[src/agc_pkg.sv]
// package for the speaker gain and battery gain-control block
// assumes a 100 MHz system clock and an apb register port
package agc_pkg;
    // register byte addresses are four times the printed index
    localparam logic [7:0] AGC_IDX_PDM_GAIN  = 8'h0C;
    localparam logic [7:0] AGC_IDX_EMISSION  = 8'h0D;
    localparam logic [7:0] AGC_IDX_BATT_TRIP = 8'h0E;
    localparam logic [7:0] AGC_IDX_HOLD_ATK  = 8'h0F;
    localparam logic [7:0] AGC_IDX_LIM_REL   = 8'h10;
    localparam logic [7:0] AGC_IDX_TIMEOUT   = 8'h11;
    localparam logic [7:0] AGC_IDX_STATUS    = 8'h12;
    // reset values
    localparam logic [7:0] AGC_RST_PDM_GAIN  = 8'h40;
    localparam logic [7:0] AGC_RST_EMISSION  = 8'h1C;
    localparam logic [7:0] AGC_RST_BATT_TRIP = 8'h00;
    localparam logic [7:0] AGC_RST_HOLD_ATK  = 8'h00;
    localparam logic [7:0] AGC_RST_LIM_REL   = 8'h00;
    localparam logic [7:0] AGC_RST_TIMEOUT   = 8'h00;
    // writable bit masks
    localparam logic [7:0] AGC_MSK_PDM_GAIN  = 8'h7F;
    localparam logic [7:0] AGC_MSK_EMISSION  = 8'h1F;
    localparam logic [7:0] AGC_MSK_BATT_TRIP = 8'h1F;
    localparam logic [7:0] AGC_MSK_HOLD_ATK  = 8'hFF;
    localparam logic [7:0] AGC_MSK_LIM_REL   = 8'h7F;
    localparam logic [7:0] AGC_MSK_TIMEOUT   = 8'h03;
    // field positions
    localparam int AGC_POS_DAC_MAP   = 5;
    localparam int AGC_POS_SPK_GAIN  = 0;
    localparam int AGC_POS_EDGE_RATE = 3;
    localparam int AGC_POS_SPREAD    = 0;
    localparam int AGC_POS_TRIP      = 0;
    localparam int AGC_POS_HOLD      = 4;
    localparam int AGC_POS_ATTACK    = 0;
    localparam int AGC_POS_LIMIT     = 4;
    localparam int AGC_POS_RELEASE   = 0;
    localparam int AGC_POS_TMO       = 0;
    // timing, in printed units, and the clock
    localparam int AGC_CLK_HZ        = 100_000_000;
    localparam int GAIN_HOLD_TIME_BASE_MS  = 10;
    localparam int GAIN_HOLD_TIME_STEP_MS  = 35;
    localparam int AGC_ATK_BASE_US   = 10;
    localparam int AGC_ATK_STEP_US   = 35;
    localparam int AGC_REL_BASE_MS   = 5;
    localparam int AGC_REL_STEP_MS   = 70;
    localparam int AGC_TMO_1_MS      = 565;
    localparam int AGC_TMO_2_MS      = 775;
    localparam int AGC_TMO_3_MS      = 985;
    localparam int AGC_CYC_PER_US    = AGC_CLK_HZ / 1_000_000;
    localparam int AGC_CYC_PER_MS    = AGC_CLK_HZ / 1_000;
    localparam logic [3:0] GAIN_HOLD_TIME_INFINITE = 4'hF;
    localparam logic [1:0] AGC_TMO_OFF       = 2'b00;
    localparam logic [3:0] GAIN_ATTENUATION_LIMIT_DB    = 4'd9;
    localparam logic [7:0] AGC_DBV_STEP      = 8'h01;

    typedef enum logic [2:0] {
        AGC_IDLE    = 3'b000,
        GAIN_ATTACK_RATE  = 3'b001,
        GAIN_HOLD_TIME    = 3'b010,
        GAIN_RELEASE_RATE = 3'b011,
        AGC_STANDBY = 3'b100
    } agc_state_t;

    // settings driven to the output stage
    typedef struct packed {
        logic [1:0] pdm_output_level_map;
        logic [4:0] pdm_speaker_gain;
        logic [1:0] output_edge_rate;
        logic [2:0] spread_spectrum_depth;
    } agc_stage_cfg_t;

    // gain-control state seen outside
    typedef struct packed {
        logic       standby;
        logic       attenuation_limit_reached;
        logic [3:0] attenuation_db;
        agc_state_t state;
    } agc_status_t;
endpackage

[src/agc_top.sv]
// class-d speaker gain settings and battery-voltage gain control
// assumes an apb master on sys_clk_i and a comparator that reports
// supply at or below the trip level; the threshold code and table
// select are handed to that comparator
//
// Added by the designer: the APB slave port.
`timescale 1ns/1ps
module agc_top
    import agc_pkg::*;
#(
    parameter int unsigned HOLD_STEP_CYC = GAIN_HOLD_TIME_STEP_MS * AGC_CYC_PER_MS,
    parameter int unsigned HOLD_BASE_CYC = GAIN_HOLD_TIME_BASE_MS * AGC_CYC_PER_MS,
    parameter int unsigned REL_STEP_CYC  = AGC_REL_STEP_MS * AGC_CYC_PER_MS,
    parameter int unsigned REL_BASE_CYC  = AGC_REL_BASE_MS * AGC_CYC_PER_MS,
    parameter int unsigned ATK_STEP_CYC  = AGC_ATK_STEP_US * AGC_CYC_PER_US,
    parameter int unsigned ATK_BASE_CYC  = AGC_ATK_BASE_US * AGC_CYC_PER_US,
    parameter int unsigned TMO_1_CYC     = AGC_TMO_1_MS * AGC_CYC_PER_MS,
    parameter int unsigned TMO_2_CYC     = AGC_TMO_2_MS * AGC_CYC_PER_MS,
    parameter int unsigned TMO_3_CYC     = AGC_TMO_3_MS * AGC_CYC_PER_MS
)(
    // clock and reset
    input  wire logic            sys_clk_i,
    input  wire logic            rst_n_i,
    // apb slave
    input  wire logic            psel_i,
    input  wire logic            penable_i,
    input  wire logic            pwrite_i,
    input  wire logic [7:0]      paddr_i,
    input  wire logic [31:0]     pwdata_i,
    input  wire logic [3:0]      pstrb_i,
    output logic      [31:0]     prdata_o,
    output logic                 pready_o,
    output logic                 pslverr_o,
    // pins
    input  wire logic            cell_count_select_i,
    input  wire logic            supply_below_trip_i,
    // comparator setup
    output logic      [4:0]      battery_trip_level_o,
    output logic                 three_cell_table_o,
    // output stage and status
    output agc_pkg::agc_stage_cfg_t stage_cfg_o,
    output agc_pkg::agc_status_t    status_o
);
    import agc_pkg::*;

    logic [7:0]  pdm_q;
    logic [7:0]  emi_q;
    logic [7:0]  trip_q;
    logic [7:0]  hold_q;
    logic [7:0]  lim_q;
    logic [7:0]  tmo_q;
    logic        cell_s1_q;
    logic        cell_s2_q;
    logic        trip_s1_q;
    logic        trip_s2_q;
    agc_state_t  state_q, state_d;
    logic [3:0]  att_q, att_d;
    logic [31:0] tmr_q, tmr_d;
    logic [31:0] tmo_cnt_q, tmo_cnt_d;
    logic        standby_q, standby_d;
    logic [31:0] prdata_q;

    // bus decode
    // only the low byte lane carries register data
    wire         acc      = psel_i & penable_i;
    wire         wr_en    = acc & pwrite_i & pstrb_i[0];
    wire  [7:0]  idx      = {2'b00, paddr_i[7:2]};
    wire         aligned  = (paddr_i[1:0] == 2'b00);
    wire         hit_pdm  = aligned & (idx == AGC_IDX_PDM_GAIN);
    wire         hit_emi  = aligned & (idx == AGC_IDX_EMISSION);
    wire         hit_trip = aligned & (idx == AGC_IDX_BATT_TRIP);
    wire         hit_hold = aligned & (idx == AGC_IDX_HOLD_ATK);
    wire         hit_lim  = aligned & (idx == AGC_IDX_LIM_REL);
    wire         hit_tmo  = aligned & (idx == AGC_IDX_TIMEOUT);
    wire         hit_sts  = aligned & (idx == AGC_IDX_STATUS);
    wire         mapped   = hit_pdm | hit_emi | hit_trip | hit_hold | hit_lim | hit_tmo | hit_sts;
    wire  [7:0]  wbyte    = pwdata_i[7:0];
    wire  [7:0]  sts_byte = {standby_q, status_o.attenuation_limit_reached, 3'b000, state_q};
    wire  [7:0]  rd_byte  = hit_pdm  ? pdm_q  :
                            hit_emi  ? emi_q  :
                            hit_trip ? trip_q :
                            hit_hold ? hold_q :
                            hit_lim  ? lim_q  :
                            hit_tmo  ? tmo_q  :
                            hit_sts  ? sts_byte : 8'h00;

    // masked write keeps reserved bits at zero
    function automatic logic [7:0] upd(input logic [7:0] old, input logic hit, input logic [7:0] msk);
        upd = (wr_en & hit) ? (wbyte & msk) : old;
    endfunction

    // one step of a linear time table: base plus code times step
    function automatic logic [31:0] lin(input int unsigned base, input int unsigned step, input logic [3:0] code);
        lin = 32'(base + step * 32'(code));
    endfunction

    always_ff @(posedge sys_clk_i or negedge rst_n_i)
    begin
        if (!rst_n_i)
        begin
            pdm_q  <= AGC_RST_PDM_GAIN;
            emi_q  <= AGC_RST_EMISSION;
            trip_q <= AGC_RST_BATT_TRIP;
            hold_q <= AGC_RST_HOLD_ATK;
            lim_q  <= AGC_RST_LIM_REL;
            tmo_q  <= AGC_RST_TIMEOUT;
        end
        else
        begin
            pdm_q  <= upd(pdm_q,  hit_pdm,  AGC_MSK_PDM_GAIN);
            emi_q  <= upd(emi_q,  hit_emi,  AGC_MSK_EMISSION);
            trip_q <= upd(trip_q, hit_trip, AGC_MSK_BATT_TRIP);
            hold_q <= upd(hold_q, hit_hold, AGC_MSK_HOLD_ATK);
            lim_q  <= upd(lim_q,  hit_lim,  AGC_MSK_LIM_REL);
            tmo_q  <= upd(tmo_q,  hit_tmo,  AGC_MSK_TIMEOUT);
        end
    end

    // zero-wait apb; unmapped or misaligned addresses raise pslverr
    // read data is caught in the setup cycle so it already stands in the access phase
    assign pready_o  = 1'b1;
    assign pslverr_o = acc & ~mapped;
    always_ff @(posedge sys_clk_i or negedge rst_n_i)
    begin
        if (!rst_n_i)
            prdata_q <= 32'h0000_0000;
        else if (psel_i & ~penable_i & ~pwrite_i)
            prdata_q <= {24'h00_0000, rd_byte};
    end
    assign prdata_o = prdata_q;

    // pin synchronisers
    // both pins are asynchronous to sys_clk_i; nothing but the second stage reads the first
    always_ff @(posedge sys_clk_i or negedge rst_n_i)
    begin
        if (!rst_n_i)
        begin
            cell_s1_q <= 1'b0;
            cell_s2_q <= 1'b0;
            trip_s1_q <= 1'b0;
            trip_s2_q <= 1'b0;
        end
        else
        begin
            cell_s1_q <= cell_count_select_i;
            cell_s2_q <= cell_s1_q;
            trip_s1_q <= supply_below_trip_i;
            trip_s2_q <= trip_s1_q;
        end
    end

    // field views
    wire  [3:0]  hold_code = hold_q[AGC_POS_HOLD +: 4];
    wire  [3:0]  atk_code  = hold_q[AGC_POS_ATTACK +: 4];
    wire  [2:0]  lim_code  = lim_q[AGC_POS_LIMIT +: 3];
    wire  [3:0]  rel_code  = lim_q[AGC_POS_RELEASE +: 4];
    wire  [1:0]  tmo_code  = tmo_q[AGC_POS_TMO +: 2];
    wire  [3:0]  att_max   = GAIN_ATTENUATION_LIMIT_DB - {1'b0, lim_code};
    wire  [31:0] hold_cyc  = lin(HOLD_BASE_CYC, HOLD_STEP_CYC, hold_code);
    wire  [31:0] atk_cyc   = lin(ATK_BASE_CYC, ATK_STEP_CYC, atk_code);
    wire  [31:0] rel_cyc   = lin(REL_BASE_CYC, REL_STEP_CYC, rel_code);
    wire  [31:0] tmo_cyc   = (tmo_code == 2'b01) ? 32'(TMO_1_CYC) :
                             (tmo_code == 2'b10) ? 32'(TMO_2_CYC) : 32'(TMO_3_CYC);
    wire         at_limit  = (att_q >= att_max);
    wire         tmr_done  = (tmr_q == 32'h0000_0000);

    // gain-control sequence: trip, attack to limit, hold, release
    always_comb
    begin
        state_d = state_q;
        att_d   = att_q;
        tmr_d   = tmr_q;
        unique case (state_q)
            AGC_IDLE:
                if (trip_s2_q)
                begin
                    state_d = GAIN_ATTACK_RATE;
                    tmr_d   = 32'h0000_0000;
                end
            GAIN_ATTACK_RATE:
                if (at_limit | ~trip_s2_q)
                begin
                    state_d = GAIN_HOLD_TIME;
                    tmr_d   = hold_cyc - 32'h1;
                end
                else if (tmr_done)
                begin
                    att_d = att_q + 4'h1;
                    tmr_d = atk_cyc - 32'h1;
                end
                else
                    tmr_d = tmr_q - 32'h1;
            GAIN_HOLD_TIME:
                if (trip_s2_q & ~at_limit)
                begin
                    // a stale hold count must not delay the next attack step
                    state_d = GAIN_ATTACK_RATE;
                    tmr_d   = 32'h0000_0000;
                end
                else if (trip_s2_q)
                    tmr_d = hold_cyc - 32'h1;
                else if (hold_code == GAIN_HOLD_TIME_INFINITE)
                    tmr_d = tmr_q;
                else if (tmr_done)
                begin
                    state_d = GAIN_RELEASE_RATE;
                    tmr_d   = rel_cyc - 32'h1;
                end
                else
                    tmr_d = tmr_q - 32'h1;
            GAIN_RELEASE_RATE:
                if (trip_s2_q)
                begin
                    state_d = GAIN_ATTACK_RATE;
                    tmr_d   = 32'h0000_0000;
                end
                else if (att_q == 4'h0)
                    state_d = AGC_IDLE;
                else if (tmr_done)
                begin
                    // the reload edge counts, so one step spans exactly rel_cyc clocks
                    att_d = att_q - 4'h1;
                    tmr_d = rel_cyc - 32'h1;
                end
                else
                    tmr_d = tmr_q - 32'h1;
            AGC_STANDBY:
                state_d = AGC_STANDBY;
            default:
                state_d = AGC_IDLE;
        endcase
        // leaving timeout standby only by disabling the timeout
        if (state_q == AGC_STANDBY && tmo_code == AGC_TMO_OFF)
        begin
            state_d = AGC_IDLE;
            att_d   = 4'h0;
            tmr_d   = 32'h0000_0000;
        end
    end

    // standby timeout runs only while sitting at the limit
    // the count restarts whenever the limit is left, so short visits do not add up
    always_comb
    begin
        tmo_cnt_d = 32'h0000_0000;
        standby_d = standby_q & (tmo_code != AGC_TMO_OFF);
        if (state_q != AGC_IDLE && at_limit && tmo_code != AGC_TMO_OFF && !standby_q)
        begin
            tmo_cnt_d = tmo_cnt_q + 32'h1;
            if (tmo_cnt_q + 32'h1 >= tmo_cyc)
                standby_d = 1'b1;
        end
    end

    always_ff @(posedge sys_clk_i or negedge rst_n_i)
    begin
        if (!rst_n_i)
        begin
            state_q   <= AGC_IDLE;
            att_q     <= 4'h0;
            tmr_q     <= 32'h0000_0000;
            tmo_cnt_q <= 32'h0000_0000;
            standby_q <= 1'b0;
        end
        else
        begin
            state_q   <= (standby_d & ~standby_q) ? AGC_STANDBY : state_d;
            att_q     <= att_d;
            tmr_q     <= tmr_d;
            tmo_cnt_q <= tmo_cnt_d;
            standby_q <= standby_d;
        end
    end

    // outputs from registers, the limit flag through a compare; fields act the cycle after the write
    assign stage_cfg_o.pdm_output_level_map  = pdm_q[AGC_POS_DAC_MAP +: 2];
    assign stage_cfg_o.pdm_speaker_gain      = pdm_q[AGC_POS_SPK_GAIN +: 5];
    assign stage_cfg_o.output_edge_rate      = emi_q[AGC_POS_EDGE_RATE +: 2];
    assign stage_cfg_o.spread_spectrum_depth = emi_q[AGC_POS_SPREAD +: 3];
    assign battery_trip_level_o              = trip_q[AGC_POS_TRIP +: 5];
    assign three_cell_table_o                = cell_s2_q;
    assign status_o.standby                  = standby_q;
    assign status_o.attenuation_limit_reached = at_limit & (state_q != AGC_IDLE);
    assign status_o.attenuation_db           = att_q;
    assign status_o.state                    = state_q;
endmodule

[config.mk]
export PLATFORM = sky130hd
export DESIGN_NAME = agc_top
export DESIGN_NICKNAME = d
export VERILOG_FILES = /design/src/agc_pkg.sv /design/src/agc_top.sv
export SDC_FILE = /design/constraint.sdc
export NUM_CORES = 1
export LEC_CHECK = 0
export BUFFER_PORTS_ARGS = -buffer_cell sky130_fd_sc_hd__buf_2
export CAP_MARGIN = 20
export CORE_MARGIN = 2
export CORE_UTILIZATION = 56
export DETAILED_ROUTE_END_ITERATION = 7
export GPL_ROUTABILITY_DRIVEN = 1
export PLACE_DENSITY = 0.82
export SLEW_MARGIN = 10
export SYNTH_ARGS = -nofsm -noshare
export SYNTH_HDL_FRONTEND = slang
export SYNTH_SLANG_ARGS = --single-unit
[constraint.sdc]
create_clock -name sys_clk_i -period 4.9 [get_ports sys_clk_i]
set_clock_uncertainty 0.2 [all_clocks]
set_input_delay 0.735 -clock sys_clk_i [delete_from_list [all_inputs] [get_ports sys_clk_i]]
set_output_delay 0.735 -clock sys_clk_i [all_outputs]
set_load 0.03 [all_outputs]
==> flow_metrics.env, run 1 <==
export IMPL_grt_max_degree=68
export IMPL_worstSetupStartpointType="register"
export IMPL_io_pins=112
export IMPL_synthArstFlopShare_pct=100
export IMPL_status="completed"
export IMPL_reg2reg_from="lim_q[1]$_DFFE_PN0P_"
export IMPL_cts_clk_slew_worst_paths_ns=0.06
export IMPL_fin_hold_ws_ns=0.148
export IMPL_dp_hpwl_um=22700
export IMPL_wl_um=31100
export IMPL_cts_buffers=17
export IMPL_postSynthCellCount=1382
export IMPL_maxSlewHeadroom_pct=37.4
export IMPL_cts_root_buf="clkbuf_16"
export IMPL_portBuffers=59
export IMPL_ys_types=82
export IMPL_finalHoldViolCount=0
export IMPL_fin_nets=1631
export IMPL_syn_mean_instance_area_um2=8.39
export IMPL_end_kind="register"
export IMPL_slew_viol_final=0
export IMPL_setup_viol=0
export IMPL_overflow=0
export IMPL_grt_pass1_wl_um=50300
export IMPL_clock_path_buffers=2
export IMPL_top_usage_layer="met2"
export IMPL_placed_cells=1703
export IMPL_required_ns=4.99
export IMPL_maxCapViolCount=0
export IMPL_hp_class="reg -> reg"
export IMPL_cts_num_sinks=118
export IMPL_crit_start="lim_q[1]$_DFFE_PN0P_"
export IMPL_leakage_nw=5.95
export IMPL_gp_congestion=0.936
export IMPL_period_needed_ns=4.76
export IMPL_synth_top_area_share_pct=24.6
export IMPL_r2r_cells=13
export IMPL_cp_arrival_ns=4.85
export IMPL_ys_ff_latch=118
export IMPL_final_cell_mix="118 x nor2_1, 114 x dfrtp_1, 107 x ha_1, 94 x nand2_1, 93 x a21oi_1"
export IMPL_synthTopCellsByArea="dfrtp_1 25%, ha_1 12%, xnor2_1 4.5%"
export IMPL_wl_per_cell_um=17.9
export IMPL_criticalPathCategory="reg -> reg"
export IMPL_antenna_left=0
export IMPL_coreArea_um2=20300
export IMPL_multi_input_area_um2=8110
export IMPL_drtIter0Drc=884
export IMPL_regToRegSetupSlack_ns=0.14
export IMPL_use_met1_pct=38.3
export IMPL_postCtsSetupBuffers=0
export IMPL_timing_rr_end="tmr_q[26]$_DFFE_PN0P_"
export IMPL_clkLatencyLatePin_ns=0.43
export IMPL_dieArea_um2=21900
export IMPL_grt_total_usage_pct=28.1
export IMPL_start_util_pct=57.1
export IMPL_synth_ff_type="dfrtp_1"
export IMPL_ys_warn_count=0
export IMPL_met3_usage_pct=4.91
export IMPL_final_cells=1736
export IMPL_cts_tree="done"
export IMPL_grt_util_met2_pct=45.3
export IMPL_setup_worst_path_end="tmr_q[26]$_DFFE_PN0P_"
export IMPL_final_common_cell="nor2_1"
export IMPL_synth_largest_area_cell="dfrtp_1"
export IMPL_fp_dieH_um=148
export IMPL_ff_latch_area_um2=2960
export IMPL_n_fill_cell=1683
export IMPL_drc=0
export IMPL_drive_gt1_share_pct=13.0
export IMPL_vias_per_cell=6.26
export IMPL_drt_pass1_iter_count=6
export IMPL_grt_antenna_before_repair=0
export IMPL_synth_edf_count=0
export IMPL_fin_crit_sh_pct=97.0
export IMPL_htree_levels=4
export IMPL_fmax_mhz=210
export IMPL_num_vias=10900
export IMPL_grt_pass1_vias=10300
export IMPL_rsz0062_at_grt="true"
export IMPL_p_per_area_nw_per_um2=323
export IMPL_area_growth_pct=11.4
export IMPL_antenna_cells=0
export IMPL_worst_slew_pin_slew_ns=0.939
export IMPL_synth_area_um2=11600
export IMPL_ir_worst_vdd_mv=0.278
export IMPL_ys_seq_area_share_pct=25.5
export IMPL_die_x_um=148
export IMPL_critPathMaxFanout=6
export IMPL_rows=52
==> state kept, by name, indices dropped and copies added (netlist names), 2 cells and up <==
register / count
pdm_q: 7
emi_q: 5
prdata_o: 8
hold_q: 8
tmo_cnt_q: 32
att_q: 4
lim_q: 7
tmr_q: 32
tmo_q: 2
trip_q: 5
state_q: 3
==> report_power, final <==
part / internal (mW) / switching (mW)
registers: 1.09 / 0.150
logic: 0.536 / 1.02
clock network: 0.871 / 0.506
==> routing by layer <==
layer | part of all wire, % | vias up | wire length (µm)
met1 | 43 | 5210 | 13500
met5 | 0 | - | 0
met2 | 47 | 440 | 14700
li1 | - | 5149 | -
met3 | 6.7 | 76 | 2090
met4 | 2.6 | 0 | 806
==> synthesized netlist by cell type, drive strengths merged, types with 6 or more instances <==
| master | instances |
|---|---|
| nor2 | 118 |
| dfrtp | 114 |
| ha | 107 |
| nand2 | 94 |
| a21oi | 93 |
| o21ai | 93 |
| inv | 74 |
| xnor2 | 60 |
| xor2 | 51 |
| nor3 | 45 |
| nand3 | 42 |
| clkbuf | 36 |
| mux2 | 32 |
| buf | 30 |
| nor2b | 29 |
| nor4 | 21 |
| a21o | 20 |
| fa | 20 |
| nand2b | 18 |
| or3 | 18 |
| o21a | 17 |
| a211oi | 15 |
| or2 | 15 |
| o31ai | 13 |
| a22oi | 12 |
| and3 | 12 |
| nand4 | 12 |
| a31oi | 11 |
| o211ai | 11 |
| or4 | 11 |
| a221oi | 9 |
| and2 | 9 |
| o22ai | 9 |
| nor3b | 8 |
| mux2i | 7 |
| a211o | 6 |
| a311oi | 6 |
| o21bai | 6 |
==> per-stage QoR <==
stage	power, mW	setup WS, ns	setup TNS, ns	instance area, µm²	util, %
after CTS	4.12	0.169	0	12900	63.4
after floorplan	2.35	0.366	0	11700	-
final	4.17	0.145	0	12900	63.6
after global routing	4.36	-0.0626	-0.0807	12900	63.6
after global placement	2.70	0.263	0	12200	60.3
after detailed placement	2.73	0.203	0	12200	60.3
==> how the worst min path moves through the flow <==
stage                                   endpoint  slack (ns)  depth (start not counted)                start
floorplan           three_cell_table_o$_DFF_PN0_        0.13                          0  cell_s1_q$_DFF_PN0_
global placement    three_cell_table_o$_DFF_PN0_        0.13                          0  cell_s1_q$_DFF_PN0_
detailed placement           trip_s2_q$_DFF_PN0_        0.14                          0  trip_s1_q$_DFF_PN0_
CTS                          trip_s2_q$_DFF_PN0_        0.15                          0  trip_s1_q$_DFF_PN0_
global route                 trip_s2_q$_DFF_PN0_        0.15                          0  trip_s1_q$_DFF_PN0_
finish                       trip_s2_q$_DFF_PN0_        0.15                          0  trip_s1_q$_DFF_PN0_
==> worst max-delay path, stage by stage (launching register included) <==
cell,delay [ns]
dfrtp_1,0.40
fa_1,0.62
fa_1,0.56
inv_1,0.07
fa_1,0.45
nand2b_1,0.18
a21oi_1,0.43
a211oi_1,0.30
or4_1,0.56
nand3_1,0.19
o31ai_1,0.13
nor4_1,0.30
xnor2_1,0.16
o21ai_1,0.08
==> cell type report <==
class	count	area share [%]
well taps	270	2.62
repair buffers	95	4.56
clock buffers	19	3.43
clock inverters	13	1.52
inverters	74	2.15
flip-flops and latches	118	22.9
multi-input cells	1147	62.8
==> what timing repair did <==
action	CTS	global route
hold buffers	0	0
endpoints found under the setup margin	0	9
hold endpoints to repair	0	0
gates resized for setup	0	4
==> kinds of logic (layout without fill, tap and decap cells) <==
family,count (synthesis),after routing,synth area share (%)
AND/OR/NAND/NOR,468,468,20.5
other,2,25,0.0648
XOR/XNOR,111,111,8.39
AO/OA/AOI/OAI,377,377,21.3
adder cells (fa/ha/maj),127,127,15.0
buffers and inverters,140,201,5.51
multiplexers,39,39,3.71
flip-flops,118,118,25.5
Power figures use the tool's default switching activity.
==> run 2, diff against run 1 <==
==> constraint.sdc (replaced) <==
create_clock -name sys_clk_i -period 4.34 [get_ports sys_clk_i]
set_clock_uncertainty 0.2 [all_clocks]
set_input_delay 0.651 -clock sys_clk_i [delete_from_list [all_inputs] [get_ports sys_clk_i]]
set_output_delay 0.651 -clock sys_clk_i [all_outputs]
set_load 0.03 [all_outputs]
==> run 2 against run 1 <==
  * The flow now finishes with violations (setup timing)
  * Setup slack worse by 0.24 ns
  * Design area is 6.9% higher
  * Fmax is 7.3% higher
  * Total power grew 11%
  * Sequential cell count unchanged
==> flow_metrics.env, run 2 (synthesized netlist as in run 1, its figures left out) <==
export IMPL_status="complete, but fails checks"
export IMPL_violations="setup timing"
export IMPL_rsz0062_at_grt="true"
export IMPL_fmax_mhz=226
export IMPL_criticalPathCategory="reg -> reg"
export IMPL_fp_dieH_um=148
export IMPL_rows=52
export IMPL_crit_top_cell="buf_4"
export IMPL_dieArea_um2=21900
export IMPL_clock_path_buffers=2
export IMPL_p_total_mw=4.63
export IMPL_hp_class="in -> async"
export IMPL_setup_viol=9
export IMPL_cts_tree="done"
export IMPL_required_ns=4.44
export IMPL_finalHoldViolCount=0
export IMPL_start_util_pct=57.1
export IMPL_period_needed_ns=4.43
export IMPL_num_vias=11400
export IMPL_vias_per_cell=6.27
export IMPL_fin_nets=1706
export IMPL_internal_power_mw=2.66
export IMPL_pwr_share_clk_pct=29.2
export IMPL_cts_clk_slew_worst_paths_ns=0.06
export IMPL_maxSlewHeadroom_pct=45.2
export IMPL_critPathMaxFanout=4
export IMPL_htree_levels=4
export IMPL_max_stage_delay_ns=0.65
export IMPL_cp_arrival_ns=4.53
export IMPL_crit_buf_inv=4
export IMPL_leakage_nw=6.36
export IMPL_dp_hpwl_um=23900
export IMPL_portBuffers=59
export IMPL_final_common_cell="nor2_1"
export IMPL_drc=0
export IMPL_grt_antenna_before_repair=0
export IMPL_reg2reg_from="hold_q[7]$_DFFE_PN0P_"
export IMPL_drt_pass1_iter_count=6
export IMPL_grt_max_degree=65
export IMPL_cts_root_buf="clkbuf_16"
export IMPL_path_cells="fa_2 -> fa_1 -> inv_2 -> fa_2 -> nor2b_4 -> o31a_1 -> buf_4 -> o211a_1 -> a311oi_2 -> buf_4 -> o211ai_1 -> a211oi_1 -> buf_4 -> nor3b_2 -> xnor2_1 -> o221ai_1"
export IMPL_cp_slowest_cell="fa_2"
export IMPL_tns_ns=-0.266
export IMPL_wl_um=33200
export IMPL_antenna_cells=0
export IMPL_grt_total_usage_pct=29.4
export IMPL_setup_ws_ns=-0.0915
export IMPL_crit_family="adder cells"
export IMPL_final_cell_mix="118 x nor2_1, 114 x dfrtp_1, 109 x buf_4, 103 x ha_1, 93 x nand2_1"
export IMPL_worst_slew_pin_slew_ns=0.822
export IMPL_end_kind="register"
export IMPL_crit_start="hold_q[7]$_DFFE_PN0P_"
export IMPL_grt_pass1_wl_um=52700
export IMPL_n_fill_cell=1566
export IMPL_drive_gt1_share_pct=21.4
export IMPL_area_growth_pct=19.0
export IMPL_worstSetupStartpointType="register"
export IMPL_coreArea_um2=20300
export IMPL_maxCapViolCount=0
export IMPL_slew_viol_final=0
export IMPL_dp_slack_ns=-0.298
export IMPL_cts_buffers=17
export IMPL_die_x_um=148
export IMPL_switching_share_pct=42.5
export IMPL_antenna_left=0
export IMPL_clkLatencyLatePin_ns=0.44
export IMPL_largestRegisters="tmo_cnt_q x32, tmr_q x32"
export IMPL_power_switching_mw=1.97
export IMPL_wl_per_cell_um=18.3
export IMPL_overflow=0
export IMPL_gp_congestion=0.945
export IMPL_io_pins=112
export IMPL_drtIter0Drc=983
export IMPL_cts_num_sinks=118
export IMPL_p_per_area_nw_per_um2=335
export IMPL_grt_pass1_vias=10800
export IMPL_hold_buffers=0
export IMPL_ir_worst_vdd_mv=0.336
export IMPL_pwr_share_seq_pct=30.1
export IMPL_power_frac_comb_pct=40.7
export IMPL_fin_crit_sh_pct=102
## run 2: power groups by stage
| stage | registers (mW) | logic [mW] | clock network (mW) |
|---|---|---|---|
| 4_1_cts | 1.38 | 1.79 | 1.35 |
| 3_3_place_gp | 1.39 | 1.70 | 0 |
| 2_1_floorplan | 1.41 | 1.24 | 0 |
| 3_5_place_dp | 1.40 | 1.74 | 0 |
| 6_report | 1.39 | 1.88 | 1.35 |
| 5_1_grt | 1.41 | 2.05 | 1.39 |
## run 2: worst reg2reg max path: stages, from the launching register on
cell and delay, ns:
dfrtp_1 0.40, fa_2 0.65, fa_1 0.48, inv_2 0.11, fa_2 0.28, nor2b_4 0.06
o31a_1 0.36, buf_4 0.16, o211a_1 0.21, a311oi_2 0.20, buf_4 0.16, o211ai_1 0.14
a211oi_1 0.29, buf_4 0.22, nor3b_2 0.07, xnor2_1 0.20, o221ai_1 0.14
## run 2: worst paths after layout
check | end | slack (ns) | cells past startpoint
max in group asynchronous | emi_q[3]$_DFFE_PN1P_ | 2.89 | 2
setup reg to reg | tmr_q[24]$_DFFE_PN0P_ | -0.09 | 16
hold reg to reg | three_cell_table_o$_DFF_PN0_ | 0.14 | 0
min in group sys_clk_i | trip_s1_q$_DFF_PN0_ | 0.13 | 1
hold / removal | tmr_q[9]$_DFFE_PN0P_ | 0.1 | 1
setup / recovery | tmr_q[24]$_DFFE_PN0P_ | -0.09 | 16
## run 2: timing repair
| action | 4_1_cts | 5_1_grt |
|---|---|---|
| gates resized for setup | 40 | 53 |
| hold endpoints to repair | 0 | 0 |
| setup buffers | 2 | 7 |
| setup endpoints to repair | 10 | 18 |
| pin swaps | 10 | 37 |
## run 2: per-stage QoR
stage	cell area (µm²)	utilization [%]	std cells	hold WS (ns)
after global placement	12800	62.9	1770	0.132
after CTS	13500	66.6	1804	0.126
after detailed placement	12800	62.9	1770	0.136
after floorplan	11700	-	1405	0.131
after global routing	13800	68.0	1811	0.124
final	13800	68.0	1811	0.0951
## run 2: layout make-up
cell class	count	area (µm²)	share of cell area (%)
clock inverter	14	116	0.843
timing repair buffer	170	1140	8.28
clock buffer	18	439	3.18
inverter	74	278	2.01
sequential	118	2960	21.4
tap	270	338	2.45
multi-input combinational	1147	8530	61.8
## run 2: metal layers
layer	share of wire, %	global-route usage, %
met1	41	37.8
met3	6.6	4.35
met5	0	0
met2	49	51.1
met4	3.2	9.48
